File: config.mk
export PLATFORM = sky130hd
export DESIGN_NAME = hsmc_top
export DESIGN_NICKNAME = d
export VERILOG_FILES = /design/src/include/hsmc_pkg.sv /design/src/logic/hsmc_link.sv /design/src/logic/hsmc_top.sv
export SDC_FILE = /design/constraint.sdc
export NUM_CORES = 1
export LEC_CHECK = 0
export BUFFER_PORTS_ARGS = -buffer_cell sky130_fd_sc_hd__buf_4
export CORE_ASPECT_RATIO = 1.4
export CORE_UTILIZATION = 45
export CTS_CLUSTER_SIZE = 24
export DETAILED_ROUTE_END_ITERATION = 7
export GPL_TIMING_DRIVEN = 0
export HOLD_SLACK_MARGIN = 0.15
export SETUP_SLACK_MARGIN = 0.02
export SLEW_MARGIN = 20
export SYNTH_ARGS = -nofsm -noshare
export SYNTH_HDL_FRONTEND = slang
export SYNTH_HIERARCHICAL = 1
export SYNTH_SLANG_ARGS = --single-unit
File: constraint.sdc
create_clock -name i_mclk -period 3.7 [get_ports i_mclk]
set_clock_uncertainty 0.2 [all_clocks]
set_input_delay 0 -clock i_mclk [delete_from_list [all_inputs] [get_ports i_mclk]]
set_output_delay 0 -clock i_mclk [all_outputs]
set_load 0.01 [all_outputs]
File: src/include/hsmc_pkg.sv
// constants, mode codes, state codes and lookup tables of the hall sensor mode control
// assumes a single 50 MHz clock domain; the link pins arrive unsynchronised
// What this block does
// - after reset the device answers only its default 7-bit bus address
// - host may write a new bus address; device then answers that one
// - address byte is address shifted left with direction bit, 0 write, 1 read
// - one range bit for x and y, another for z; 1 doubles range
// - 3-bit averaging code 000 to 101 sets rate; other codes undefined
// - code 000 gives 20.0, 13.3, 10.0 kSPS for one, two, three axes
// - operating mode field selects standby, sleep, wake-and-sleep or continuous
// - after power-up the device enters standby, ready for commands
// - in standby a bus trigger or interrupt pin starts one conversion
// - standby keeps last results until a newer conversion overwrites them
// - sleep keeps configuration and discards result data
// - bus access or interrupt pin wakes sleep into standby
// - wake-and-sleep sleeps, wakes after selected interval, measures, repeats
// - wake intervals 1, 5, 10, 15, 20, 30, 50, 100, 500, 1000, 2000, 5000, 20000 ms
// - wake-and-sleep conversion meeting threshold stores results, goes standby
// - threshold not met: stay in wake-and-sleep and keep measuring
// - bus access or interrupt pin ends wake-and-sleep into standby at any time
// - continuous mode converts without pause, results stay readable
// - registers usable only in standby and continuous; configuration kept always
// - standby reached about 270 us after power-up
// - standby reached about 50 us after waking from sleep or wake-and-sleep
// - continuous mode entered about 70 us after command from standby
// - address seen in sleep wakes without acknowledge; host waits startup time
package hsmc_pkg;
  // ****************************************
  // timing
  // ****************************************
  localparam int unsigned CLK_PERIOD_NS = 20;
  localparam int unsigned T_PWRUP_NS = 270000;
  localparam int unsigned T_WAKE_NS = 50000;
  localparam int unsigned T_MEAS_NS = 70000;
  localparam int unsigned T_MS_NS = 1000000;
  localparam int unsigned PWRUP_CYC_DEF = (T_PWRUP_NS + CLK_PERIOD_NS - 1) / CLK_PERIOD_NS;
  localparam int unsigned WAKE_CYC = (T_WAKE_NS + CLK_PERIOD_NS - 1) / CLK_PERIOD_NS;
  localparam int unsigned MEAS_CYC = (T_MEAS_NS + CLK_PERIOD_NS - 1) / CLK_PERIOD_NS;
  localparam int unsigned MS_CYC_DEF = T_MS_NS / CLK_PERIOD_NS;
  localparam int unsigned CLK_HZ_DEF = 1000000000 / CLK_PERIOD_NS;
  // ****************************************
  // register map
  // ****************************************
  localparam logic [7:0] REG_CFG = 8'h00;
  localparam logic [7:0] REG_CMD = 8'h04;
  localparam logic [7:0] REG_THR = 8'h08;
  localparam logic [7:0] REG_STAT = 8'h0c;
  localparam logic [7:0] REG_RES = 8'h10;
  localparam int CFG_ADDR_LSB = 0;
  localparam int CFG_XY_RANGE = 7;
  localparam int CFG_Z_RANGE = 8;
  localparam int CFG_AVG_LSB = 9;
  localparam int CFG_MODE_LSB = 12;
  localparam int CFG_IVL_LSB = 14;
  localparam int CFG_AXIS_LSB = 18;
  localparam int STAT_BUSY = 8;
  localparam int STAT_VALID = 9;
  localparam int STAT_RD = 10;
  localparam int STAT_CNT_LSB = 16;
  localparam logic [6:0] DEF_BUS_ADDR = 7'h35;
  localparam logic [2:0] AVG_MAX = 3'h5;
  localparam logic [3:0] IVL_MAX = 4'hc;
  localparam logic [1:0] AXI_OKAY = 2'h0;
  localparam logic [1:0] AXI_SLVERR = 2'h2;
  // ****************************************
  // modes and states
  // ****************************************
  localparam logic [1:0] MODE_STANDBY = 2'h0;
  localparam logic [1:0] MODE_SLEEP = 2'h1;
  localparam logic [1:0] MODE_CONT = 2'h2;
  localparam logic [1:0] MODE_WS = 2'h3;
  typedef enum logic [7:0] {
    ST_PWRUP = 8'h01,
    ST_STANDBY = 8'h02,
    ST_SLEEP = 8'h04,
    ST_WAKE = 8'h08,
    ST_WS_WAIT = 8'h10,
    ST_WS_CONV = 8'h20,
    ST_CONT_GO = 8'h40,
    ST_CONT = 8'h80
  } hsmc_state_type;
  // ****************************************
  // rate and interval tables
  // ****************************************
  // sample rate in units of 0.1 kSPS, axes is 1..3
  function automatic int unsigned hsmc_rate_x10(int unsigned code, int unsigned axes);
    int unsigned t [6][3];
    t = '{'{200, 133, 100}, '{133, 80, 57}, '{80, 44, 31},
          '{44, 24, 16}, '{24, 12, 8}, '{12, 6, 4}};
    return t[code][axes - 1];
  endfunction : hsmc_rate_x10
  function automatic logic [14:0] hsmc_ivl_ms(logic [3:0] sel);
    logic [14:0] ms;
    ms = 15'h0001;
    unique case (sel)
      4'h0: ms = 15'd1;
      4'h1: ms = 15'd5;
      4'h2: ms = 15'd10;
      4'h3: ms = 15'd15;
      4'h4: ms = 15'd20;
      4'h5: ms = 15'd30;
      4'h6: ms = 15'd50;
      4'h7: ms = 15'd100;
      4'h8: ms = 15'd500;
      4'h9: ms = 15'd1000;
      4'ha: ms = 15'd2000;
      4'hb: ms = 15'd5000;
      4'hc: ms = 15'd20000;
      default: ms = 15'd1;
    endcase
    return ms;
  endfunction : hsmc_ivl_ms
endpackage : hsmc_pkg

File: src/logic/hsmc_link.sv
// two-wire link watcher: finds start, shifts the address byte, matches it
// assumes scl and sda are raw pins, sampled here by the block clock
`timescale 1ns/1ps
`default_nettype none
module hsmc_link
  import hsmc_pkg::*;
(
  // clock and reset
  input wire logic i_mclk,
  input wire logic i_srst,
  input wire logic i_ce,
  // pins
  input wire logic i_scl,
  input wire logic i_sda,
  // match
  input wire logic [6:0] i_addr,
  output logic o_hit,
  output logic o_hit_rd
);
  logic [1:0] scl_s_q;
  logic [1:0] sda_s_q;
  logic scl_p_q;
  logic sda_p_q;
  logic [7:0] shift_q;
  logic [3:0] bits_q;
  logic armed_q;
  logic start_c;
  logic rise_c;

  // ****************************************
  // synchronisers
  // ****************************************
  always_ff @(posedge i_mclk) begin
    if (i_srst) begin
      scl_s_q <= 2'h3;
      sda_s_q <= 2'h3;
      scl_p_q <= 1'b1;
      sda_p_q <= 1'b1;
    end else if (i_ce) begin
      scl_s_q <= {scl_s_q[0], i_scl};
      sda_s_q <= {sda_s_q[0], i_sda};
      scl_p_q <= scl_s_q[1];
      sda_p_q <= sda_s_q[1];
    end
  end

  assign start_c = scl_s_q[1] && scl_p_q && sda_p_q && !sda_s_q[1];
  assign rise_c = scl_s_q[1] && !scl_p_q;

  // ****************************************
  // address byte
  // ****************************************
  // only the first byte after a start is compared; data bytes are not decoded here
  always_ff @(posedge i_mclk) begin
    if (i_srst) begin
      shift_q <= 8'h00;
      bits_q <= 4'h0;
      armed_q <= 1'b0;
      o_hit <= 1'b0;
      o_hit_rd <= 1'b0;
    end else if (i_ce) begin
      o_hit <= 1'b0;
      if (start_c) begin
        bits_q <= 4'h0;
        armed_q <= 1'b1;
      end else if (rise_c && armed_q) begin
        shift_q <= {shift_q[6:0], sda_s_q[1]};
        bits_q <= bits_q + 4'h1;
        if (bits_q == 4'h7) begin
          armed_q <= 1'b0;
          o_hit <= (shift_q[6:0] == i_addr);
          o_hit_rd <= sda_s_q[1];
        end
      end
    end
  end
endmodule : hsmc_link
`default_nettype wire

File: src/logic/hsmc_top.sv
// mode control of a three-axis hall sensor with an axi4-lite register port
// assumes axi master on i_mclk; scl, sda and int_n pins are asynchronous
//
// Local design decisions: the placing of the registers and the AXI4-Lite register port.
`timescale 1ns/1ps
`default_nettype none
module hsmc_top
  import hsmc_pkg::*;
#(
  parameter int unsigned CLK_HZ = CLK_HZ_DEF,
  parameter int unsigned PWRUP_CYC = PWRUP_CYC_DEF,
  parameter int unsigned MS_CYC = MS_CYC_DEF
) (
  // clock and reset
  input wire logic i_mclk,
  input wire logic i_srst,
  input wire logic i_ce,
  // axi4-lite write
  input wire logic [7:0] i_awaddr,
  input wire logic i_awvalid,
  output logic o_awready,
  input wire logic [31:0] i_wdata,
  input wire logic [3:0] i_wstrb,
  input wire logic i_wvalid,
  output logic o_wready,
  output logic [1:0] o_bresp,
  output logic o_bvalid,
  input wire logic i_bready,
  // axi4-lite read
  input wire logic [7:0] i_araddr,
  input wire logic i_arvalid,
  output logic o_arready,
  output logic [31:0] o_rdata,
  output logic [1:0] o_rresp,
  output logic o_rvalid,
  input wire logic i_rready,
  // pins
  input wire logic i_scl,
  input wire logic i_sda,
  input wire logic i_int_n,
  // sensor front end
  input wire logic [15:0] i_meas_data,
  output logic o_conv_start,
  output logic o_range_xy,
  output logic o_range_z,
  output logic o_addr_ack
);
  logic [31:0] conv_tab [6][3];
  hsmc_state_type state_q;
  hsmc_state_type state_d;
  logic [6:0] bus_addr_q;
  logic xy_range_q;
  logic z_range_q;
  logic [2:0] avg_q;
  logic [1:0] mode_q;
  logic [3:0] ivl_q;
  logic [2:0] axis_q;
  logic [15:0] thr_q;
  logic [15:0] res_q;
  logic res_valid_q;
  logic [15:0] conv_cnt_q;
  logic busy_q;
  logic [31:0] conv_tmr_q;
  logic [31:0] tmr_q;
  logic [14:0] ms_left_q;
  logic aw_full_q;
  logic w_full_q;
  logic [7:0] aw_addr_q;
  logic [31:0] w_data_q;
  logic [3:0] w_strb_q;
  logic [1:0] int_s_q;
  logic int_p_q;
  logic int_fall_c;
  logic link_hit;
  logic link_rd;
  logic last_rd_q;
  logic regs_open_c;
  logic wr_do_c;
  logic rd_do_c;
  logic bus_wake_c;
  logic wake_c;
  logic trig_c;
  logic start_c;
  logic done_c;
  logic met_c;
  logic mode_req_c;
  logic [1:0] mode_new_c;
  logic [31:0] wr_word_c;

  // ****************************************
  // conversion period table and checks
  // ****************************************
  for (genvar c = 0; c < 6; c++) begin : g_rate
    for (genvar a = 0; a < 3; a++) begin : g_axes
      assign conv_tab[c][a] = 32'(CLK_HZ / (hsmc_rate_x10(c, a + 1) * 100));
    end
  end
  if (CLK_HZ < 400000 || MS_CYC < 1 || PWRUP_CYC < 1) begin : g_chk
    $error("hsmc_top: clock rate or counts too small");
  end

  function automatic logic [1:0] axes_idx(logic [2:0] en);
    logic [1:0] n;
    n = 2'(en[0]) + 2'(en[1]) + 2'(en[2]);
    return (n == 2'h0) ? 2'h0 : n - 2'h1;
  endfunction : axes_idx

  // ****************************************
  // link and interrupt pin
  // ****************************************
  hsmc_link u_link (
    .i_mclk(i_mclk),
    .i_srst(i_srst),
    .i_ce(i_ce),
    .i_scl(i_scl),
    .i_sda(i_sda),
    .i_addr(bus_addr_q),
    .o_hit(link_hit),
    .o_hit_rd(link_rd)
  );

  always_ff @(posedge i_mclk) begin
    if (i_srst) begin
      int_s_q <= 2'h3;
      int_p_q <= 1'b1;
    end else if (i_ce) begin
      int_s_q <= {int_s_q[0], i_int_n};
      int_p_q <= int_s_q[1];
    end
  end
  assign int_fall_c = int_p_q && !int_s_q[1];

  // ****************************************
  // axi4-lite slave
  // ****************************************
  assign regs_open_c = (state_q == ST_STANDBY) || (state_q == ST_CONT);
  assign o_awready = !aw_full_q && i_ce;
  assign o_wready = !w_full_q && i_ce;
  assign o_arready = !o_rvalid && i_ce;
  assign wr_do_c = aw_full_q && w_full_q && !o_bvalid;
  assign rd_do_c = i_arvalid && o_arready;
  // a bus access while asleep is not served but still rouses the device
  assign bus_wake_c = (wr_do_c || rd_do_c) && !regs_open_c;
  assign wake_c = bus_wake_c || link_hit || int_fall_c;

  always_ff @(posedge i_mclk) begin
    if (i_srst) begin
      aw_full_q <= 1'b0;
      w_full_q <= 1'b0;
      aw_addr_q <= 8'h00;
      w_data_q <= 32'h0000_0000;
      w_strb_q <= 4'h0;
      o_bvalid <= 1'b0;
      o_bresp <= AXI_OKAY;
    end else if (i_ce) begin
      if (i_awvalid && o_awready) begin
        aw_full_q <= 1'b1;
        aw_addr_q <= i_awaddr;
      end
      if (i_wvalid && o_wready) begin
        w_full_q <= 1'b1;
        w_data_q <= i_wdata;
        w_strb_q <= i_wstrb;
      end
      if (wr_do_c) begin
        aw_full_q <= 1'b0;
        w_full_q <= 1'b0;
        o_bvalid <= 1'b1;
        o_bresp <= (regs_open_c && (aw_addr_q[7:2] <= REG_RES[7:2]) && aw_addr_q[1:0] == 2'h0)
                   ? AXI_OKAY : AXI_SLVERR;
      end else if (o_bvalid && i_bready) begin
        o_bvalid <= 1'b0;
      end
    end
  end

  always_ff @(posedge i_mclk) begin
    if (i_srst) begin
      o_rvalid <= 1'b0;
      o_rdata <= 32'h0000_0000;
      o_rresp <= AXI_OKAY;
    end else if (i_ce) begin
      if (rd_do_c) begin
        o_rvalid <= 1'b1;
        o_rresp <= regs_open_c ? AXI_OKAY : AXI_SLVERR;
        o_rdata <= 32'h0000_0000;
        if (regs_open_c) begin
          unique case (i_araddr)
            REG_CFG: o_rdata <= {11'h000, axis_q, ivl_q, mode_q, avg_q, z_range_q, xy_range_q, bus_addr_q};
            REG_CMD: o_rdata <= 32'h0000_0000;
            REG_THR: o_rdata <= {16'h0000, thr_q};
            REG_STAT: o_rdata <= {conv_cnt_q, 5'h00, last_rd_q, res_valid_q, busy_q, state_q};
            REG_RES: o_rdata <= {16'h0000, res_q};
            default: o_rresp <= AXI_SLVERR;
          endcase
        end
      end else if (o_rvalid && i_rready) begin
        o_rvalid <= 1'b0;
      end
    end
  end

  // ****************************************
  // configuration registers
  // ****************************************
  always_comb begin
    for (int b = 0; b < 4; b++) begin
      wr_word_c[b*8 +: 8] = w_strb_q[b] ? w_data_q[b*8 +: 8] : 8'h00;
    end
  end
  assign mode_req_c = wr_do_c && regs_open_c && aw_addr_q == REG_CFG && w_strb_q[1];
  assign mode_new_c = wr_word_c[CFG_MODE_LSB +: 2];

  // configuration survives every mode; only reset restores it, except mode_q, which entering standby sets back to MODE_STANDBY
  always_ff @(posedge i_mclk) begin
    if (i_srst) begin
      bus_addr_q <= DEF_BUS_ADDR;
      xy_range_q <= 1'b0;
      z_range_q <= 1'b0;
      avg_q <= 3'h0;
      mode_q <= MODE_STANDBY;
      ivl_q <= 4'h0;
      axis_q <= 3'h7;
      thr_q <= 16'h7fff;
    end else if (i_ce) begin
      if (wr_do_c && regs_open_c && aw_addr_q == REG_CFG) begin
        if (w_strb_q[0]) begin
          bus_addr_q <= w_data_q[CFG_ADDR_LSB +: 7];
          xy_range_q <= w_data_q[CFG_XY_RANGE];
        end
        if (w_strb_q[1]) begin
          z_range_q <= w_data_q[CFG_Z_RANGE];
          if (w_data_q[CFG_AVG_LSB +: 3] <= AVG_MAX) begin
            avg_q <= w_data_q[CFG_AVG_LSB +: 3];
          end
        end
        if (w_strb_q[1] && w_strb_q[2] && wr_word_c[CFG_IVL_LSB +: 4] <= IVL_MAX) begin
          ivl_q <= wr_word_c[CFG_IVL_LSB +: 4];
        end
        if (w_strb_q[2]) begin
          axis_q <= w_data_q[CFG_AXIS_LSB +: 3];
        end
      end
      if (wr_do_c && regs_open_c && aw_addr_q == REG_THR) begin
        thr_q <= wr_word_c[15:0];
      end
      if (state_d == ST_STANDBY && state_q != ST_STANDBY) begin
        mode_q <= MODE_STANDBY;
      end else if (mode_req_c) begin
        mode_q <= mode_new_c;
      end
    end
  end
  assign o_range_xy = xy_range_q;
  assign o_range_z = z_range_q;

  // ****************************************
  // conversion engine
  // ****************************************
  assign trig_c = (wr_do_c && regs_open_c && aw_addr_q == REG_CMD && w_strb_q[0] && w_data_q[0])
                  || int_fall_c;
  assign start_c = !busy_q && (((state_q == ST_STANDBY) && trig_c && !mode_req_c)
                   || (state_q == ST_CONT)
                   || (state_q == ST_WS_WAIT && ms_left_q == 15'h0001 && tmr_q == 32'h1 && !wake_c));
  assign done_c = busy_q && conv_tmr_q == 32'h1;
  assign met_c = $signed(i_meas_data) >= $signed(thr_q) || $signed(i_meas_data) <= -$signed(thr_q);

  always_ff @(posedge i_mclk) begin
    if (i_srst) begin
      busy_q <= 1'b0;
      conv_tmr_q <= 32'h0;
      o_conv_start <= 1'b0;
    end else if (i_ce) begin
      o_conv_start <= start_c;
      if (start_c) begin
        busy_q <= 1'b1;
        conv_tmr_q <= conv_tab[avg_q][axes_idx(axis_q)];
      end else if (done_c || state_q == ST_SLEEP || state_q == ST_WAKE) begin
        busy_q <= 1'b0;
      end else if (busy_q) begin
        conv_tmr_q <= conv_tmr_q - 32'h1;
      end
    end
  end

  always_ff @(posedge i_mclk) begin
    if (i_srst) begin
      res_q <= 16'h0000;
      res_valid_q <= 1'b0;
      conv_cnt_q <= 16'h0000;
    end else if (i_ce) begin
      if (state_q == ST_SLEEP) begin
        res_q <= 16'h0000;
        res_valid_q <= 1'b0;
      end else if (done_c) begin
        res_q <= i_meas_data;
        res_valid_q <= 1'b1;
        conv_cnt_q <= conv_cnt_q + 16'h1;
      end
    end
  end

  // ****************************************
  // operating mode state machine
  // ****************************************
  always_comb begin
    state_d = state_q;
    unique case (state_q)
      ST_PWRUP: if (tmr_q == 32'h1) state_d = ST_STANDBY;
      ST_STANDBY: begin
        if (mode_req_c && mode_new_c == MODE_SLEEP) state_d = ST_SLEEP;
        else if (mode_req_c && mode_new_c == MODE_CONT) state_d = ST_CONT_GO;
        else if (mode_req_c && mode_new_c == MODE_WS) state_d = ST_WS_WAIT;
      end
      ST_SLEEP: if (wake_c) state_d = ST_WAKE;
      ST_WAKE: if (tmr_q == 32'h1) state_d = ST_STANDBY;
      ST_WS_WAIT: begin
        if (wake_c) state_d = ST_WAKE;
        else if (start_c) state_d = ST_WS_CONV;
      end
      ST_WS_CONV: begin
        if (wake_c) state_d = ST_WAKE;
        else if (done_c && met_c) state_d = ST_STANDBY;
        else if (done_c) state_d = ST_WS_WAIT;
      end
      ST_CONT_GO: if (tmr_q == 32'h1) state_d = ST_CONT;
      ST_CONT: begin
        if (mode_req_c && mode_new_c == MODE_STANDBY) state_d = ST_STANDBY;
        else if (mode_req_c && mode_new_c == MODE_SLEEP) state_d = ST_SLEEP;
      end
    endcase
  end

  always_ff @(posedge i_mclk) begin
    if (i_srst) begin
      state_q <= ST_PWRUP;
      tmr_q <= PWRUP_CYC;
      ms_left_q <= 15'h0001;
      o_addr_ack <= 1'b0;
      last_rd_q <= 1'b0;
    end else if (i_ce) begin
      state_q <= state_d;
      // an address seen while asleep wakes only; no acknowledge goes out
      o_addr_ack <= link_hit && regs_open_c;
      if (link_hit) begin
        last_rd_q <= link_rd;
      end
      if (state_d != state_q) begin
        unique case (state_d)
          ST_WAKE: tmr_q <= WAKE_CYC;
          ST_CONT_GO: tmr_q <= MEAS_CYC;
          default: tmr_q <= MS_CYC;
        endcase
        ms_left_q <= hsmc_ivl_ms(ivl_q);
      end else if (state_q == ST_WS_WAIT && tmr_q == 32'h1) begin
        tmr_q <= MS_CYC;
        ms_left_q <= ms_left_q - 15'h1;
      end else if (tmr_q != 32'h1) begin
        tmr_q <= tmr_q - 32'h1;
      end
    end
  end

  // ****************************************
  // checks
  // ****************************************
  a_pwrup_to_standby: assert property (@(posedge i_mclk) disable iff (i_srst)
    (state_q == ST_PWRUP && tmr_q == 32'h1 && i_ce) |=> state_q == ST_STANDBY)
    else $error("power-up did not reach standby");
  a_wake_leaves_sleep: assert property (@(posedge i_mclk) disable iff (i_srst)
    (state_q == ST_SLEEP && wake_c && i_ce) |=> state_q == ST_WAKE && tmr_q == WAKE_CYC)
    else $error("sleep did not wake");
  a_ws_exit_wake: assert property (@(posedge i_mclk) disable iff (i_srst)
    ((state_q == ST_WS_WAIT || state_q == ST_WS_CONV) && wake_c && i_ce) |=> state_q == ST_WAKE)
    else $error("wake-and-sleep ignored a wake request");
  a_ws_met_exit: assert property (@(posedge i_mclk) disable iff (i_srst)
    (state_q == ST_WS_CONV && done_c && met_c && !wake_c && i_ce)
    |=> state_q == ST_STANDBY && res_q == $past(i_meas_data) && mode_q == MODE_STANDBY)
    else $error("threshold exit failed");
  a_ws_not_met: assert property (@(posedge i_mclk) disable iff (i_srst)
    (state_q == ST_WS_CONV && done_c && !met_c && !wake_c && i_ce) |=> state_q == ST_WS_WAIT)
    else $error("wake-and-sleep left without threshold");
  a_sleep_drops_res: assert property (@(posedge i_mclk) disable iff (i_srst)
    (state_q == ST_SLEEP && i_ce) |=> !res_valid_q && res_q == 16'h0000)
    else $error("result survived sleep");
  a_standby_trigger: assert property (@(posedge i_mclk) disable iff (i_srst)
    (state_q == ST_STANDBY && !busy_q && int_fall_c && !mode_req_c && i_ce) |=> o_conv_start && busy_q)
    else $error("trigger did not start conversion");
  a_closed_regs_err: assert property (@(posedge i_mclk) disable iff (i_srst)
    (rd_do_c && !regs_open_c && i_ce) |=> o_rvalid && o_rresp == AXI_SLVERR)
    else $error("register read served while asleep");
  a_no_ack_asleep: assert property (@(posedge i_mclk) disable iff (i_srst)
    (link_hit && state_q == ST_SLEEP && i_ce) |=> !o_addr_ack ##1 state_q == ST_WAKE)
    else $error("acknowledged while asleep");
  a_cont_busy: assert property (@(posedge i_mclk) disable iff (i_srst)
    (state_q == ST_CONT && !busy_q && i_ce) |=> busy_q || state_q != ST_CONT)
    else $error("continuous mode paused");
endmodule : hsmc_top
`default_nettype wire

==> run summary <==
The overall die area is 31700 um2. The total power per unit cell area came out at 386 nW/um2. The share of Yosys cell area claimed by the top area cell type is 0.382.

The kind of start point of the critical path is a flip-flop. The number of remaining DRC errors came out at 0. The flow ran to the end, but the final reports show violations. The routed wirelength normalized by instance count came out at 20.4 um.

For this run the aggregate overflow at the end of global routing stands at 0. For this run, global-route usage on met1 was measured as 0.365. The share of layout cells above drive strength 1 is 0.164. The overall fraction of global-route tracks in use came out at 0.313. The via count of the first global-routing pass came out at 14337. The number of buffers and inverters on the critical path is 2.

Setup repair after global routing could not meet its margin everywhere. The met2 demand-to-capacity share in global routing is 0.543. The data required time at the worst endpoint came out at 3.93 ns. Counting flops and latches in the post-synthesis netlist gives 266. Entering global routing, the biggest net connects 14 pins.

The share of the cycle needed by the critical path after routing is 1.03. The non-filler instance count after layout is 2482. The standard-cell row count came out at 75. The final reports fail on negative setup slack.

In this run the most critical hold path is launched from i_ce. The number of vias per cell after detailed routing came out at 5.97. The leading register cell type out of synthesis is dfxtp_1. The critical path data arrival time is 4.04 ns. The wire-length estimate of the detail-placed layout is 35.7 mm.

The horizontal die dimension came out at 151 um. The minimum period implied by the final worst setup slack came out at 3.81 ns. Of all flip-flops after synthesis, the portion carrying an async set or reset was 0.

The delay of the slowest cell on the worst path is 0.44 ns. The clock net in this run drives a total of 266 sinks. The tree is rooted in a clkbuf_16.

The final hold violation count was 0. The master of the slowest instance on the critical path is or3_4. The tool flagged a number of max-cap violations equal to 0. 0 antenna diodes ended up in the layout. The first global-routing pass estimated 77.1 mm of wire.

TritonCTS built the clock tree. met2 is the most crowded layer. The number of antenna violations at the first check in global routing came out at 0.

Ranked by total cell area, the synthesized netlist is headed by dfxtp_1, a21oi_1, nor2_1, nand2_1, ha_1. The transition time at the pin with the least slew margin is 0.933 ns. The top cell types in the final layout, fill and taps aside, are dfxtp_1, nor2_1, nand2_1. The tightest min-delay check is of the in -> reg type.

The number of port buffers came out at 109. The count of flip-flops with a built-in enable after synthesis is 0. After layout, the design draws a total of 0.00724 W.

The final worst-path setup slack came out at -0.113 ns. The number of placed I/O pins is 124. For this run, the post-layout net count is 2212. For this block, the initial DRC count from the detailed router was 1102.

The first detailed-routing pass ran for 8 iterations. The clock passes through at most 3 buffers. The cell type with the highest aggregate area in the netlist is dfxtp_1.

The number of levels in the clock H-tree came out at 1. Including well taps, the total number of placed cells is 2227. The Yosys step of the flow raised 6 warnings. The routed design has 50.5 mm of wire.

Among cell families on the critical path, the largest total delay comes from simple AND/OR/NAND/NOR gates. The number of antenna-violating nets in the routed design came out at 0. A synthesized cell averages 8.04 um2. Leaving out fill and tap cells, the most frequent cell in the layout is dfxtp_1. Timing would allow up to 0.262 GHz. The count of final setup violators is 4. The y dimension of the die is 210 um. The area of the core region came out at 30200 um2. The reg-to-reg critical path startpoint is thr_q[0].

The worst vdd rail ir drop came out at 320 uV. In this run the worst path has a maximum fanout of 4. The post-synth design cell area came out at 13900 um2. The worst setup path is captured at a flip-flop. The remaining max-slew budget at the tightest pin came out at 0.378.

The clock latency of the later-clocked register in the worst-skew pair came out at 0.57 ns. The number of different library cells in the post-synthesis netlist is 84. The critical path starts at thr_q[0].

For this run, the register share of the synthesized area comes to 0.382. The final weighted congestion of routability-driven global placement came out at 0.951. The critical path goes through inv_4 -> nand4_1 -> nor4_4 -> nand2_2 -> buf_6 -> nor2_4 -> xnor2_2 -> ha_1 -> nand4_1 -> or3_4 -> a21oi_4 -> nor4_4 -> mux2i_2 -> nor3_4 -> nor4_2 -> and4_4 -> nor3_2. The static leakage is 7.29 nW. The CTS buffer count is 28. The signed area change from the synthesized netlist to the final layout is 34.8%. Detailed routing inserted a total of 14818 vias.

In the global route stage, met3 resource usage came out at 0.0403. The starting density of the core is 0.461. The CTS clock-pin slew for the worst setup and hold paths came out at 0.06 ns.

The critical path is of the reg -> reg type. The number of max-slew violations in the final report is 0. Synthesis produced a netlist whose cell count is 1732.
## per-layer routing
layer | vias to the layer above | routed length, um
met4 | 0 | 3130
li1 | 6991 | -
met2 | 575 | 24800
met1 | 7085 | 19600
met5 | - | 0
met3 | 167 | 3020
## tightest hold or removal path, cell delays in order
cell and delay, ns:
dlygate4sd3_1 0.53, buf_4 0.14, and2_1 0.17, a211o_1 0.10
## final cells by class
| type | instances | area [um2] |
|---|---|---|
| Buffer | 111 | 571 |
| Clock buffer | 43 | 848 |
| Clock inverter | 7 | 113 |
| Fill cell | 2658 | 11400 |
| Inverter | 44 | 168 |
| Multi-Input combinational cell | 1307 | 8420 |
| Sequential cell | 266 | 5350 |
| Tap cell | 385 | 482 |
| Timing Repair Buffer | 319 | 2830 |
## timing repair
| action | CTS | global route |
|---|---|---|
| hold endpoints to repair | 103 | 0 |
| gates resized for setup | 62 | 108 |
| hold buffers | 162 | 0 |
| pin swaps | 18 | 42 |
| gates cloned | 1 | 0 |
| endpoints found under the setup margin | 100 | 125 |
| buffers inserted | 19 | 29 |
## power by group
| group | internal (W) | total, W | switching (W) |
|---|---|---|---|
| logic | 0.000543 | 0.00124 | 0.000694 |
| registers | 0.00294 | 0.00303 | 0.0000899 |
| clock network | 0.00178 | 0.00298 | 0.00120 |
| total | 0.00526 | 0.00724 | 0.00199 |
## synthesized netlist by cell type (10+ instances only)
master    count
a21oi_1     155
a222oi_1     21
a22oi_1      34
a31oi_1      12
and2_1       10
and3_1       23
buf_2        12
clkbuf_1     89
dfxtp_1     266
ha_1         55
inv_1        41
mux2i_1      39
nand2_1     191
nand2b_1     10
nand3_1      64
nand4_1      23
nor2_1      196
nor2b_1      19
nor3_1       60
nor4_1       35
o211ai_1     33
o21ai_0      69
o21ai_1      14
or2_2        10
or3_1        12
or4_1        13
xnor2_1      26
xor2_1       28
## sequential cells by signal (all words and copies together) (netlist names), 2 cells and up, named ones only
signal / count
mode_q: 2
tmr_q: 32
int_s_q: 2
thr_q: 16
conv_cnt_q: 16
conv_tmr_q: 32
u_link/sda_s_q: 2
avg_q: 3
aw_addr_q: 8
state_q: 8
axis_q: 3
bus_addr_q: 7
u_link/shift_q: 7
o_rdata: 32
ivl_q: 4
u_link/bits_q: 4
res_q: 16
w_data_q: 21
w_strb_q: 3
ms_left_q: 15
u_link/scl_s_q: 2
## kinds of logic after synthesis
| group | synth area share |
|---|---|
| DFF | 0.382 |
| muxes | 0.0288 |
| and+or+nand+nor | 0.249 |
| xor gates and xnor gates | 0.0339 |
| buffers and inverters | 0.0471 |
| adders and majority gates | 0.0508 |
| AOI/OAI and AO/OA | 0.207 |
| other | 0.000269 |
## worst paths after layout
kind / endpoint / slack (ns) / cells after the start
setup / recovery: mode_q[1] / -0.11 / 17
hold / removal: u_link/scl_p_q / 0.21 / 4
setup reg to reg: mode_q[1] / -0.11 / 17
hold reg to reg: ms_left_q[3] / 0.27 / 2
## metrics by stage
stage | utilization | area (um2) | worst slack, ns | hold WS (ns) | TNS [ns]
3_5_place_dp | 0.504 | 15200 | -0.949 | 0.0146 | -15.51
5_1_grt | 0.622 | 18800 | -0.199 | 0.231 | -0.917
2_1_floorplan | - | 13900 | 0.248 | -0.0776 | 0
3_3_place_gp | 0.504 | 15200 | -0.972 | 0.00687 | -19.91
4_1_cts | 0.602 | 18200 | -0.226 | 0.175 | -0.677
6_report | 0.622 | 18800 | -0.113 | 0.207 | -0.352
Note: power is estimated with default switching activity, not from simulation.
